`src/verilog/cbw_regs.svh`:
```
// Constants for the bus transaction sequencer: codes and timing counts.
// Assumes one 40 MHz clock; a clock state is one half of a bus cycle.
`ifndef CBW_REGS_SVH
`define CBW_REGS_SVH
`define CBW_SAS_WRITE 4'hA
`define CBW_SAS_RD_INTLK 4'h7
`define CBW_SAS_NOP 4'hF
`define CBW_SAS_READ 4'h4
`define CBW_CYCLE_INITIATE_STATES 3'h4
`define CBW_CLK_NS 25
`endif

```
`src/verilog/cbw_pkg.sv`:
```
// Types for the bus transaction sequencer.
// Assumes the constant header is included by the users of these types.
package cbw_pkg;
    // Clock-state phases, Gray coded along the usual path except the CBW_REL to CBW_IDLE return
    typedef enum logic [3:0] {
        CBW_IDLE = 4'h0,
        CBW_S0 = 4'h1,
        CBW_S1 = 4'h3,
        CBW_S2 = 4'h2,
        CBW_S3 = 4'h6,
        CBW_WA = 4'h7,
        CBW_WB = 4'h5,
        CBW_S4 = 4'h4,
        CBW_S5 = 4'hC,
        CBW_REL = 4'hD
    } cbw_phase_type;

    typedef struct packed {
        logic write;
        logic interlock;
        logic [31:0] addr;
        logic [31:0] wdata;
    } cbw_req_type;

    typedef struct packed {
        logic fault_n;
        logic retry_n;
        logic relinquish_retry_req_n;
    } cbw_exc_type;
endpackage

```
`src/verilog/cbw_seq.sv`:
```
// Bus-master transaction sequencer: strobes, wait cycles, interlocked access.
// Assumes slaves answer with async ack or sync ready; one clock, one edge per state.
`timescale 1ns/1ps
`include "cbw_regs.svh"
module cbw_seq (
    input wire logic i_clk,
    input wire logic i_sys_rst,
    input wire logic i_req_valid,
    input wire cbw_pkg::cbw_req_type i_req,
    input wire logic i_intlk_wr_go,
    input wire logic [31:0] i_intlk_wdata,
    input wire logic i_async_xfer_ack_n,
    input wire logic i_sync_ready_n,
    input wire cbw_pkg::cbw_exc_type i_exc,
    input wire logic [31:0] i_data_in,
    input wire logic i_bus_request,
    output logic o_req_ready,
    output logic o_addr_strobe_n,
    output logic o_data_strobe_n,
    output logic o_rd_wr,
    output logic [31:0] o_addr,
    output logic [31:0] o_data_out,
    output logic o_data_oe,
    output logic [3:0] o_access_status_code,
    output logic o_cycle_initiate,
    output logic o_data_ready_out_n,
    output logic [31:0] o_rdata,
    output logic o_done,
    output logic o_fault,
    output logic o_intlk_pending,
    output logic o_bus_grant
);
    // One clock edge per clock state; two states make one bus cycle.
    cbw_pkg::cbw_phase_type ph_r, ph_nxt;
    logic ack_n_s, rdy_n_s;
    cbw_pkg::cbw_exc_type exc_s;
    logic write_r, write_nxt, intlk_r, intlk_nxt, lock_r, lock_nxt;
    logic as_r, as_nxt, ds_r, ds_nxt, rw_r, rw_nxt, oe_r, oe_nxt;
    logic cyi_r, cyi_nxt, data_ready_out_n_r, data_ready_out_n_nxt, done_r, done_nxt, flt_r, flt_nxt;
    logic rdy_r, rdy_nxt, grant_r, grant_nxt;
    logic [2:0] cyi_cnt_r, cyi_cnt_nxt;
    logic [3:0] sas_r, sas_nxt;
    logic [31:0] addr_r, addr_nxt, wd_r, wd_nxt, rd_r, rd_nxt;
    logic acked_r, acked_nxt;
    logic exc_any;
    logic [31:0] din_s;

    cbw_sync #(.WIDTH(5), .RST_VAL(5'h1F)) u_sync (
        .i_clk(i_clk),
        .i_sys_rst(i_sys_rst),
        .i_async({i_async_xfer_ack_n, i_sync_ready_n, i_exc}),
        .o_sync({ack_n_s, rdy_n_s, exc_s})
    );

    // Read data bus also crosses in from the pins
    cbw_sync #(.WIDTH(32), .RST_VAL(32'h0000_0000)) u_sync_data (
        .i_clk(i_clk),
        .i_sys_rst(i_sys_rst),
        .i_async(i_data_in),
        .o_sync(din_s)
    );

    function automatic logic any_exc(input cbw_pkg::cbw_exc_type e);
        any_exc = !e.fault_n || !e.retry_n || !e.relinquish_retry_req_n;
    endfunction

    assign exc_any = any_exc(exc_s);

    ////////////////////////////////////////////////////////////////////////
    always_comb begin
        ph_nxt = ph_r;
        write_nxt = write_r;
        intlk_nxt = intlk_r;
        lock_nxt = lock_r;
        as_nxt = as_r;
        ds_nxt = ds_r;
        rw_nxt = rw_r;
        oe_nxt = oe_r;
        sas_nxt = sas_r;
        addr_nxt = addr_r;
        wd_nxt = wd_r;
        rd_nxt = rd_r;
        acked_nxt = acked_r;
        cyi_cnt_nxt = (cyi_cnt_r != 3'h0) ? cyi_cnt_r - 3'h1 : 3'h0;
        cyi_nxt = (cyi_cnt_nxt != 3'h0);
        data_ready_out_n_nxt = 1'b1;
        done_nxt = 1'b0;
        flt_nxt = 1'b0;
        rdy_nxt = 1'b0;
        grant_nxt = i_bus_request && (ph_r == cbw_pkg::CBW_IDLE) && !lock_r;
        case (ph_r)
            cbw_pkg::CBW_IDLE: begin
                rdy_nxt = !lock_r;
                if (lock_r && i_intlk_wr_go) begin
                    // Second half of an interlock: same address and code
                    write_nxt = 1'b1;
                    wd_nxt = i_intlk_wdata;
                    sas_nxt = `CBW_SAS_RD_INTLK;
                    rw_nxt = 1'b0;
                    ph_nxt = cbw_pkg::CBW_S0;
                    rdy_nxt = 1'b0;
                    grant_nxt = 1'b0;
                end else if (!lock_r && i_req_valid && !i_bus_request) begin
                    write_nxt = i_req.write && !i_req.interlock;
                    intlk_nxt = i_req.interlock;
                    addr_nxt = i_req.addr;
                    wd_nxt = i_req.wdata;
                    if (i_req.interlock)
                        sas_nxt = `CBW_SAS_RD_INTLK;
                    else if (i_req.write)
                        sas_nxt = `CBW_SAS_WRITE;
                    else
                        sas_nxt = `CBW_SAS_READ;
                    rw_nxt = !(i_req.write && !i_req.interlock);
                    ph_nxt = cbw_pkg::CBW_S0;
                    rdy_nxt = 1'b0;
                end
            end
            cbw_pkg::CBW_S0: begin
                as_nxt = 1'b0;
                ds_nxt = write_r;
                cyi_cnt_nxt = `CBW_CYCLE_INITIATE_STATES;
                cyi_nxt = 1'b1;
                acked_nxt = 1'b0;
                ph_nxt = cbw_pkg::CBW_S1;
            end
            cbw_pkg::CBW_S1: begin
                oe_nxt = write_r;
                ph_nxt = cbw_pkg::CBW_S2;
            end
            cbw_pkg::CBW_S2: begin
                ds_nxt = 1'b0;
                acked_nxt = !ack_n_s;
                ph_nxt = cbw_pkg::CBW_S3;
            end
            cbw_pkg::CBW_S3: begin
                // Ack taken at state two arrives here through the synchroniser
                if (acked_r || !ack_n_s || !rdy_n_s || exc_any)
                    ph_nxt = cbw_pkg::CBW_S4;
                else
                    ph_nxt = cbw_pkg::CBW_WA;
            end
            cbw_pkg::CBW_WA: begin
                acked_nxt = !ack_n_s;
                ph_nxt = cbw_pkg::CBW_WB;
            end
            cbw_pkg::CBW_WB: begin
                if (acked_r || !rdy_n_s || exc_any)
                    ph_nxt = cbw_pkg::CBW_S4;
                else
                    ph_nxt = cbw_pkg::CBW_WA;
            end
            cbw_pkg::CBW_S4: begin
                as_nxt = 1'b1;
                ds_nxt = 1'b1;
                if (!write_r)
                    rd_nxt = din_s;
                data_ready_out_n_nxt = exc_any;
                flt_nxt = !exc_s.fault_n;
                sas_nxt = `CBW_SAS_NOP;
                ph_nxt = cbw_pkg::CBW_S5;
                if (intlk_r && !write_r)
                    lock_nxt = exc_s.fault_n;
                else if (intlk_r)
                    lock_nxt = 1'b0;
            end
            cbw_pkg::CBW_S5: begin
                oe_nxt = 1'b0;
                ph_nxt = cbw_pkg::CBW_REL;
            end
            cbw_pkg::CBW_REL: begin
                done_nxt = 1'b1;
                if (!lock_r)
                    intlk_nxt = 1'b0;
                ph_nxt = cbw_pkg::CBW_IDLE;
            end
            default: ph_nxt = cbw_pkg::CBW_IDLE;
        endcase
    end

    always_ff @(posedge i_clk or posedge i_sys_rst) begin
        if (i_sys_rst) begin
            ph_r <= cbw_pkg::CBW_IDLE;
            write_r <= 1'b0;
            intlk_r <= 1'b0;
            lock_r <= 1'b0;
            as_r <= 1'b1;
            ds_r <= 1'b1;
            rw_r <= 1'b1;
            oe_r <= 1'b0;
            sas_r <= `CBW_SAS_NOP;
            addr_r <= 32'h0000_0000;
            wd_r <= 32'h0000_0000;
            rd_r <= 32'h0000_0000;
            acked_r <= 1'b0;
            cyi_cnt_r <= 3'h0;
            cyi_r <= 1'b0;
            data_ready_out_n_r <= 1'b1;
            done_r <= 1'b0;
            flt_r <= 1'b0;
            rdy_r <= 1'b0;
            grant_r <= 1'b0;
        end else begin
            ph_r <= ph_nxt;
            write_r <= write_nxt;
            intlk_r <= intlk_nxt;
            lock_r <= lock_nxt;
            as_r <= as_nxt;
            ds_r <= ds_nxt;
            rw_r <= rw_nxt;
            oe_r <= oe_nxt;
            sas_r <= sas_nxt;
            addr_r <= addr_nxt;
            wd_r <= wd_nxt;
            rd_r <= rd_nxt;
            acked_r <= acked_nxt;
            cyi_cnt_r <= cyi_cnt_nxt;
            cyi_r <= cyi_nxt;
            data_ready_out_n_r <= data_ready_out_n_nxt;
            done_r <= done_nxt;
            flt_r <= flt_nxt;
            rdy_r <= rdy_nxt;
            grant_r <= grant_nxt;
        end
    end

    assign o_req_ready = rdy_r;
    assign o_addr_strobe_n = as_r;
    assign o_data_strobe_n = ds_r;
    assign o_rd_wr = rw_r;
    assign o_addr = addr_r;
    assign o_data_out = wd_r;
    assign o_data_oe = oe_r;
    assign o_access_status_code = sas_r;
    assign o_cycle_initiate = cyi_r;
    assign o_data_ready_out_n = data_ready_out_n_r;
    assign o_rdata = rd_r;
    assign o_done = done_r;
    assign o_fault = flt_r;
    assign o_intlk_pending = lock_r;
    assign o_bus_grant = grant_r;

    ////////////////////////////////////////////////////////////////////////
    a_write_rw_low: assert property (@(posedge i_clk) disable iff (i_sys_rst)
        (write_r && ph_r != cbw_pkg::CBW_IDLE && ph_r != cbw_pkg::CBW_S0) |-> !o_rd_wr)
        else $error("direction high during write");
    a_read_rw_high: assert property (@(posedge i_clk) disable iff (i_sys_rst)
        (!write_r && !o_addr_strobe_n) |-> o_rd_wr)
        else $error("direction low during read");
    a_write_ds_lag: assert property (@(posedge i_clk) disable iff (i_sys_rst)
        ($fell(o_addr_strobe_n) && write_r) |-> o_data_strobe_n ##1 o_data_strobe_n
        ##1 !o_data_strobe_n)
        else $error("write data strobe timing");
    a_read_ds_same: assert property (@(posedge i_clk) disable iff (i_sys_rst)
        (!write_r) |-> (o_data_strobe_n == o_addr_strobe_n))
        else $error("read strobes differ");
    a_zero_wait_len: assert property (@(posedge i_clk) disable iff (i_sys_rst)
        (ph_r == cbw_pkg::CBW_S3 && (acked_r || !ack_n_s || !rdy_n_s || exc_any))
        |=> ph_r == cbw_pkg::CBW_S4 ##1 $rose(o_addr_strobe_n) ##2 o_done)
        else $error("zero wait length wrong");
    a_cycle_init_two: assert property (@(posedge i_clk) disable iff (i_sys_rst)
        $rose(o_cycle_initiate) |-> o_cycle_initiate [*4] ##1 !o_cycle_initiate)
        else $error("cycle initiate width");
    a_wait_on_none: assert property (@(posedge i_clk) disable iff (i_sys_rst)
        (ph_r == cbw_pkg::CBW_S3 && !acked_r && ack_n_s && rdy_n_s && !exc_any)
        |=> ph_r == cbw_pkg::CBW_WA)
        else $error("missing wait cycle");
    a_wait_ready_end: assert property (@(posedge i_clk) disable iff (i_sys_rst)
        (ph_r == cbw_pkg::CBW_WB && !rdy_n_s) |=> ph_r == cbw_pkg::CBW_S4)
        else $error("ready ignored in wait");
    a_wait_ack_stop: assert property (@(posedge i_clk) disable iff (i_sys_rst)
        (ph_r == cbw_pkg::CBW_WA && !ack_n_s) |=> ##1 ph_r == cbw_pkg::CBW_S4)
        else $error("ack ignored in wait");
    a_write_code: assert property (@(posedge i_clk) disable iff (i_sys_rst)
        (ph_r == cbw_pkg::CBW_S0 && write_r && !intlk_r) |-> sas_r == `CBW_SAS_WRITE)
        else $error("write status code");
    a_intlk_code: assert property (@(posedge i_clk) disable iff (i_sys_rst)
        (ph_r == cbw_pkg::CBW_S0 && intlk_r) |-> sas_r == `CBW_SAS_RD_INTLK)
        else $error("interlock status code");
    a_data_driven: assert property (@(posedge i_clk) disable iff (i_sys_rst)
        (write_r && !o_data_strobe_n) |-> o_data_oe)
        else $error("write data not driven");
    a_fault_abort: assert property (@(posedge i_clk) disable iff (i_sys_rst)
        (ph_r == cbw_pkg::CBW_S4 && intlk_r && !write_r && !exc_s.fault_n) |=> !lock_r)
        else $error("interlock kept after fault");
    a_data_ready_out_n_exc: assert property (@(posedge i_clk) disable iff (i_sys_rst)
        (ph_r == cbw_pkg::CBW_S4 && exc_any) |=> o_data_ready_out_n)
        else $error("data ready on exception");
    a_no_grant_lock: assert property (@(posedge i_clk) disable iff (i_sys_rst)
        lock_r |=> !o_bus_grant)
        else $error("grant during interlock");
    c_wait_read: cover property (@(posedge i_clk) ph_r == cbw_pkg::CBW_WB && !write_r);
    c_wait_write: cover property (@(posedge i_clk) ph_r == cbw_pkg::CBW_WB && write_r);
    c_intlk_full: cover property (@(posedge i_clk) $fell(lock_r) && write_r);
    c_exc_end: cover property (@(posedge i_clk) ph_r == cbw_pkg::CBW_S4 && exc_any);
endmodule // cbw_seq

```
`src/verilog/cbw_sync.sv`:
```
// Two-flop synchroniser for a group of asynchronous pin inputs.
// Assumes inputs arrive from outside the clock domain.
`timescale 1ns/1ps
module cbw_sync #(
    parameter int WIDTH = 1,
    parameter logic [WIDTH-1:0] RST_VAL = '1
) (
    input wire logic i_clk,
    input wire logic i_sys_rst,
    input wire logic [WIDTH-1:0] i_async,
    output logic [WIDTH-1:0] o_sync
);
    logic [WIDTH-1:0] meta_r;
    logic [WIDTH-1:0] sync_r;

    always_ff @(posedge i_clk or posedge i_sys_rst) begin
        if (i_sys_rst) begin
            meta_r <= RST_VAL;
            sync_r <= RST_VAL;
        end else begin
            meta_r <= i_async;
            sync_r <= meta_r;
        end
    end

    assign o_sync = sync_r;
endmodule // cbw_sync

```
`config.mk`:
```
export PLATFORM = sky130hd
export DESIGN_NAME = cbw_seq
export DESIGN_NICKNAME = d
export VERILOG_FILES = /design/src/verilog/cbw_pkg.sv /design/src/verilog/cbw_seq.sv /design/src/verilog/cbw_sync.sv
export VERILOG_INCLUDE_DIRS = /design/src /design/src/verilog
export SDC_FILE = /design/constraint.sdc
export NUM_CORES = 1
export LEC_CHECK = 0
export BUFFER_PORTS_ARGS = -buffer_cell sky130_fd_sc_hd__buf_2
export CAP_MARGIN = 10
export CORE_UTILIZATION = 40
export CTS_BUF_LIST = sky130_fd_sc_hd__clkbuf_8
export DETAILED_ROUTE_END_ITERATION = 16
export PLACE_DENSITY = 0.66
export SLEW_MARGIN = 20
export SYNTH_ARGS = -nofsm -noshare
export SYNTH_HDL_FRONTEND = slang
export SYNTH_SLANG_ARGS = --single-unit
```
`constraint.sdc`:
```
create_clock -name i_clk -period 9.1 [get_ports i_clk]
set_input_delay 2.275 -clock i_clk [delete_from_list [all_inputs] [get_ports i_clk]]
set_output_delay 2.275 -clock i_clk [all_outputs]
set_load 0.02 [all_outputs]
```
# == Yosys cells after proc, flatten, opt, wreduce, memory -nomap -nowiden ==
# Cells that the tools add are included.
# op_classes
n_addsub,1
n_eq_ne,13
bitwise,2
n_reduce_logical,42
mux,37
# op_table
operator,n
$mux 32,2
$pmux 4 s9,1
$mux 4,6
$mux 1,18
$eq 4x3->1 const B,4
$reduce_bool 2->1,7
$logic_not 1->1,10
$reduce_bool 3->1,3
$eq 4x2->1 const B,2
$eq 4x4->1 const B,2
$pmux 1 s2,4
$pmux 4 s2,1
$reduce_and 2->1,4
$logic_and 1x1->1,7
$logic_or 1x1->1,7
$mux 3,2
$eq 4x1->1 const B,1
$logic_not 4->1,1
$mux 2,2
$ne 2x2->1 const B,2
$reduce_and 4->1,1
$ne 3x1->1 const B,1
$pmux 1 s3,1
$reduce_and 3->1,1
other kinds (4),5
# word_totals
elab_cells,119
reg_bits,195

# == Longest topological paths before layout ==
# depth
word_depth,6
depth_mapped,6

# == Hierarchy ==
# A second synthesis with hierarchy kept.
# unflattened
cells_unflattened,441
area_unflattened_um2,7230.7
# modules_own_cells
module,area_per_inst_um2,cells_each,instances
cbw_seq,5358.9,365,1
cbw_sync (u_sync_data),1605.3,65,1
cbw_sync (u_sync),266.5,11,1

# == Worst setup path after synthesis ==
# OpenSTA, ideal clock, no wires.
# synth_path
path_type,input port to flip-flop
startpoint,in i_bus_request
endpoint,"reg wd_r[10], in the netlist o_data_out[10]"
t_arrival_ns,3.527
t_required_ns,8.975
setup_slack_ns,5.448
cell_stages,5
path_cell_list,or3b_1 > clkbuf_1 > a21oi_4 > buf_6 > mux2_2
# synth_between
elab_chain_cells,4
# synth_lines
element,line,source
"start, declared",cbw_seq.sv:16,"input wire logic i_bus_request,"
$logic_not 1->1,cbw_seq.sv:103,end else if (!lock_r && i_req_valid && !i_bus_request) begin
$logic_and 1x1->1,cbw_seq.sv:103,
$reduce_bool 2->1 (no line),--,
$reduce_and 2->1 (no line),--,
"end signal, assigned",cbw_seq.sv:214,wd_r <= wd_nxt;
"end, declared",cbw_seq.sv:43,"logic [31:0] addr_r, addr_nxt, wd_r, wd_nxt, rd_r, rd_nxt;"
# Every way passes these cells.
# A chain may end at the register's enable or synchronous reset.

# == Worst setup path after layout ==
# layout_path
startpoint,in i_bus_request
endpoint,"reg wd_r[28], in the netlist o_data_out[28]"
# The elaborated chain is that of the path after synthesis.

==> flow_summary_export.csv <==
group,metric,value,unit
critical_path,crit_path_top_delay_cell,"a21oi_4",
floorplan,start_util,41.0,%
power_and_ir_drop,p_int,1.89,mW
placed_design,place.gp.congestion,0.808,
yosys,synth_edf_count,0,
sta,hold_violations,0,
power_and_ir_drop,seq_power_share,44.1,%
sta,fin_setup_tns,0,ns
power_and_ir_drop,leakage,4.31,nW
clocking,root_buffer,"clkbuf_8",
final_layout,areaGrowthSynthToFinish,26.1,%
routing,vias_per_cell,4.72,
grt,grt_max_degree,111,
grt,grt.overflow.total,0,
sta,fin_crit_sh,41.9,%
floorplan,core_area,0.0173,mm²
sta,slew_violations,0,
sta,timing.fmax,0.263,GHz
sta,period_minus_slack,3.81,ns
critical_path,path_class,"input pin to flip-flop",
routing,vias,4383,
routing,first_pass_iters,4,
yosys,postSynth.asyncResetShare,100,%
clocking,ctsHoldBuffers,0,
power_and_ir_drop,power.net_switching,1.07,mW
routing,post-route-drc-count,0,
sta,setup_violations,0,
clocking,numCtsBuffers,17,
critical_path,path_cells,"buf_2, or3b_1, a21oi_4, mux2_2",
routing,routed_wl,14000,µm
routing,wire_per_inst,15.1,µm
sta,fin_skew,0.0112,ns
placed_design,io_buffers,250,
grt,globalRouteTotalUtil,16.2,%
floorplan,die_x,135,µm
yosys,synth_area,0.00709,mm²
grt,grt_pass1_wl,22500,µm
floorplan,io_pins,251,
floorplan,dieArea,0.0183,mm²
critical_path,arrival,4.14,ns
clocking,clock_latency,0.45,ns
hold_path,min_path_type,"flip-flop to flip-flop",
clocking,cts_setup_buffers,0,
sta,whs,0.349,ns
final_layout,num_antenna_cells,0,
power_and_ir_drop,comb_power_share,36.4,%
yosys,syn_nets,580,
grt,grt_pass1_vias,4577,
placed_design,dp_hpwl,10200,µm
power_and_ir_drop,switching_share,36.1,%
yosys,synth_area_per_cell,16.1,µm²
final_layout,drive_above_1_share,61.6,%
grt,antenna_found_initial,1,
critical_path,cp.required,9.43,ns
clocking,cts.sinks,195,
clocking,post_cts_resized,0,
floorplan,die_h,135,µm
sta,rsz0062_at_grt,"false",
yosys,yosysUniqueCellTypes,52,
power_and_ir_drop,power_frac_clock,19.5,%
sta,worst_slew_pin_slew,1.05,ns
yosys,synth_ff_type,"dfrtp_1",
sta,relSlewSlack,30.0,%
yosys,synth_largest_area_cell,"dfrtp_1",
critical_path,start_kind,"input pin",
critical_path,end_kind,"flip-flop",
yosys,synthCells,440,
critical_path,max_stage_delay,0.87,ns
yosys,seq_area_frac_synth,69.1,%
routing,antenna_left,0,
yosys,synth_top_cell_area_share,62.5,%
run_status,outcome,"complete, no violations",
routing,drt_iter0_markers,116,
flow_run,drv_cap,0,
floorplan,rows,48,
clocking,cts_buffer_depth,2,
yosys,yosys_register_bits,195,
clocking,cts_tree,"done",
power_and_ir_drop,p_per_area,331,mW/mm²
final_layout,num-nets-final,831,
clocking,htree_levels,4,
power_and_ir_drop,peakVddDrop,0.000161,V
yosys,yosysWarnings,0,
yosys,yosys-top-cells-area,"dfrtp_1 62%, mux2_2 20%, dfstp_2 6.7%",
critical_path,critPathMaxFanout,34,
clocking,cts.clk_slew.worst_paths,0.09,ns
## power by group through the flow
stage | combinational, mW | clock (mW) | sequential, mW
after detailed placement | 1.10 | 0 | 1.32
final | 1.08 | 0.578 | 1.31
after global placement | 1.07 | 0 | 1.31
after CTS | 1.10 | 0.602 | 1.31
after floorplan | 0.471 | 0 | 1.58
after global routing | 1.16 | 0.637 | 1.34
## cells by family (layout without fill, tap and decap cells)
group,Yosys count,in the layout,share of synthesized area (%)
buf+inv,32,296,2.52
compound gates,30,30,3.14
mux,132,132,20.9
flops,195,195,69.1
simple gates,50,50,4.13
xor+xnor,1,1,0.124
## path summary, 6_finish.rpt
| check | startpoint | to | slack, ns | cells past startpoint |
|---|---|---|---|---|
| min in group asynchronous | i_sys_rst | u_sync_data.meta_r[23] | 1.95 | 2 |
| max in group asynchronous | i_sys_rst | o_fault | 5.92 | 3 |
| setup / recovery | i_bus_request | o_data_out[28] | 5.29 | 4 |
| hold / removal | u_sync_data.meta_r[3] | u_sync_data.o_sync[3] | 0.35 | 0 |
| hold reg to reg | u_sync_data.meta_r[3] | u_sync_data.o_sync[3] | 0.35 | 0 |
| setup reg to reg | ph_r[0] | o_data_out[28] | 6.37 | 3 |
## critical path: cells and delay by family
kind / cells / cell delay [ns]
AO/OA/AOI/OAI: 1 / 0.87
AND/OR/NAND/NOR: 1 / 0.46
multiplexers: 1 / 0.42
buffers and inverters: 1 / 0.11
## cells in the mapped netlist (2+ instances only)
library cell	n
clkbuf_1	10
o21ai_0	3
buf_6	6
mux2_1	6
o22ai_1	2
mux2_2	125
nor2_1	7
nor2b_1	4
nand2b_1	3
or4b_1	2
and2_1	2
nor3b_1	2
dfrtp_1	177
buf_2	2
inv_1	11
dfstp_2	18
a21oi_1	6
nor3_1	5
o211ai_1	2
nand2_1	11
nand3_1	3
buf_4	3
## state kept, by name (all words and copies together), names as in the netlist, 3 cells and up
| name | cells |
|---|---|
| ph_r | 4 |
| u_sync_data.o_sync | 32 |
| o_data_out | 32 |
| u_sync.meta_r | 5 |
| o_access_status_code | 4 |
| u_sync.o_sync | 5 |
| u_sync_data.meta_r | 32 |
| cyi_cnt_r | 3 |
| o_rdata | 32 |
| o_addr | 32 |
## metal layers
metal	GRT usage [%]	vias up	share of wire, %	routed length, µm
li1	-	2038	-	-
met1	18.3	2183	39	5440
met2	27.5	142	52	7350
met3	5.39	20	6.5	918
met4	7.49	0	2.2	310
met5	0	-	0	0
## cell type report
class,count,area [µm²]
Fill cell,1473,8360
Clock inverter,14,174
Inverter,11,48.8
Timing Repair Buffer,253,1280
Clock buffer,18,248
Sequential cell,195,4900
Tap cell,225,282
Multi-Input combinational cell,213,2010
## cell usage in the layout, fill, tap and decap left out, types with 2 or more instances in the layout
cell type	count
dfstp_2	18
or4b_1	2
mux2_1	6
mux2_2	125
nor2_1	7
inv_8	2
nand2b_1	3
nor3_1	5
nor2b_1	4
a21oi_1	6
nand2_1	11
nor3b_1	2
buf_2	250
inv_6	4
o22ai_1	2
clkinv_2	4
bufinv_16	3
nand3_1	3
buf_4	2
o211ai_1	2
inv_1	10
clkinv_4	2
clkbuf_8	18
o21ai_0	3
and2_1	2
dfrtp_1	177
## per-stage QoR
step | utilization (%) | setup WS (ns) | instances | area (µm²) | total power [mW]
after floorplan | - | 1.54 | 440 | 7090 | 2.05
after global placement | 49.2 | 4.86 | 897 | 8520 | 2.38
after detailed placement | 49.2 | 4.79 | 897 | 8520 | 2.42
after CTS | 51.7 | 5.29 | 929 | 8940 | 3.01
after global routing | 51.7 | 5.19 | 929 | 8940 | 3.14
final | 51.7 | 5.29 | 929 | 8940 | 2.96
Power figures use the tool's default switching activity.
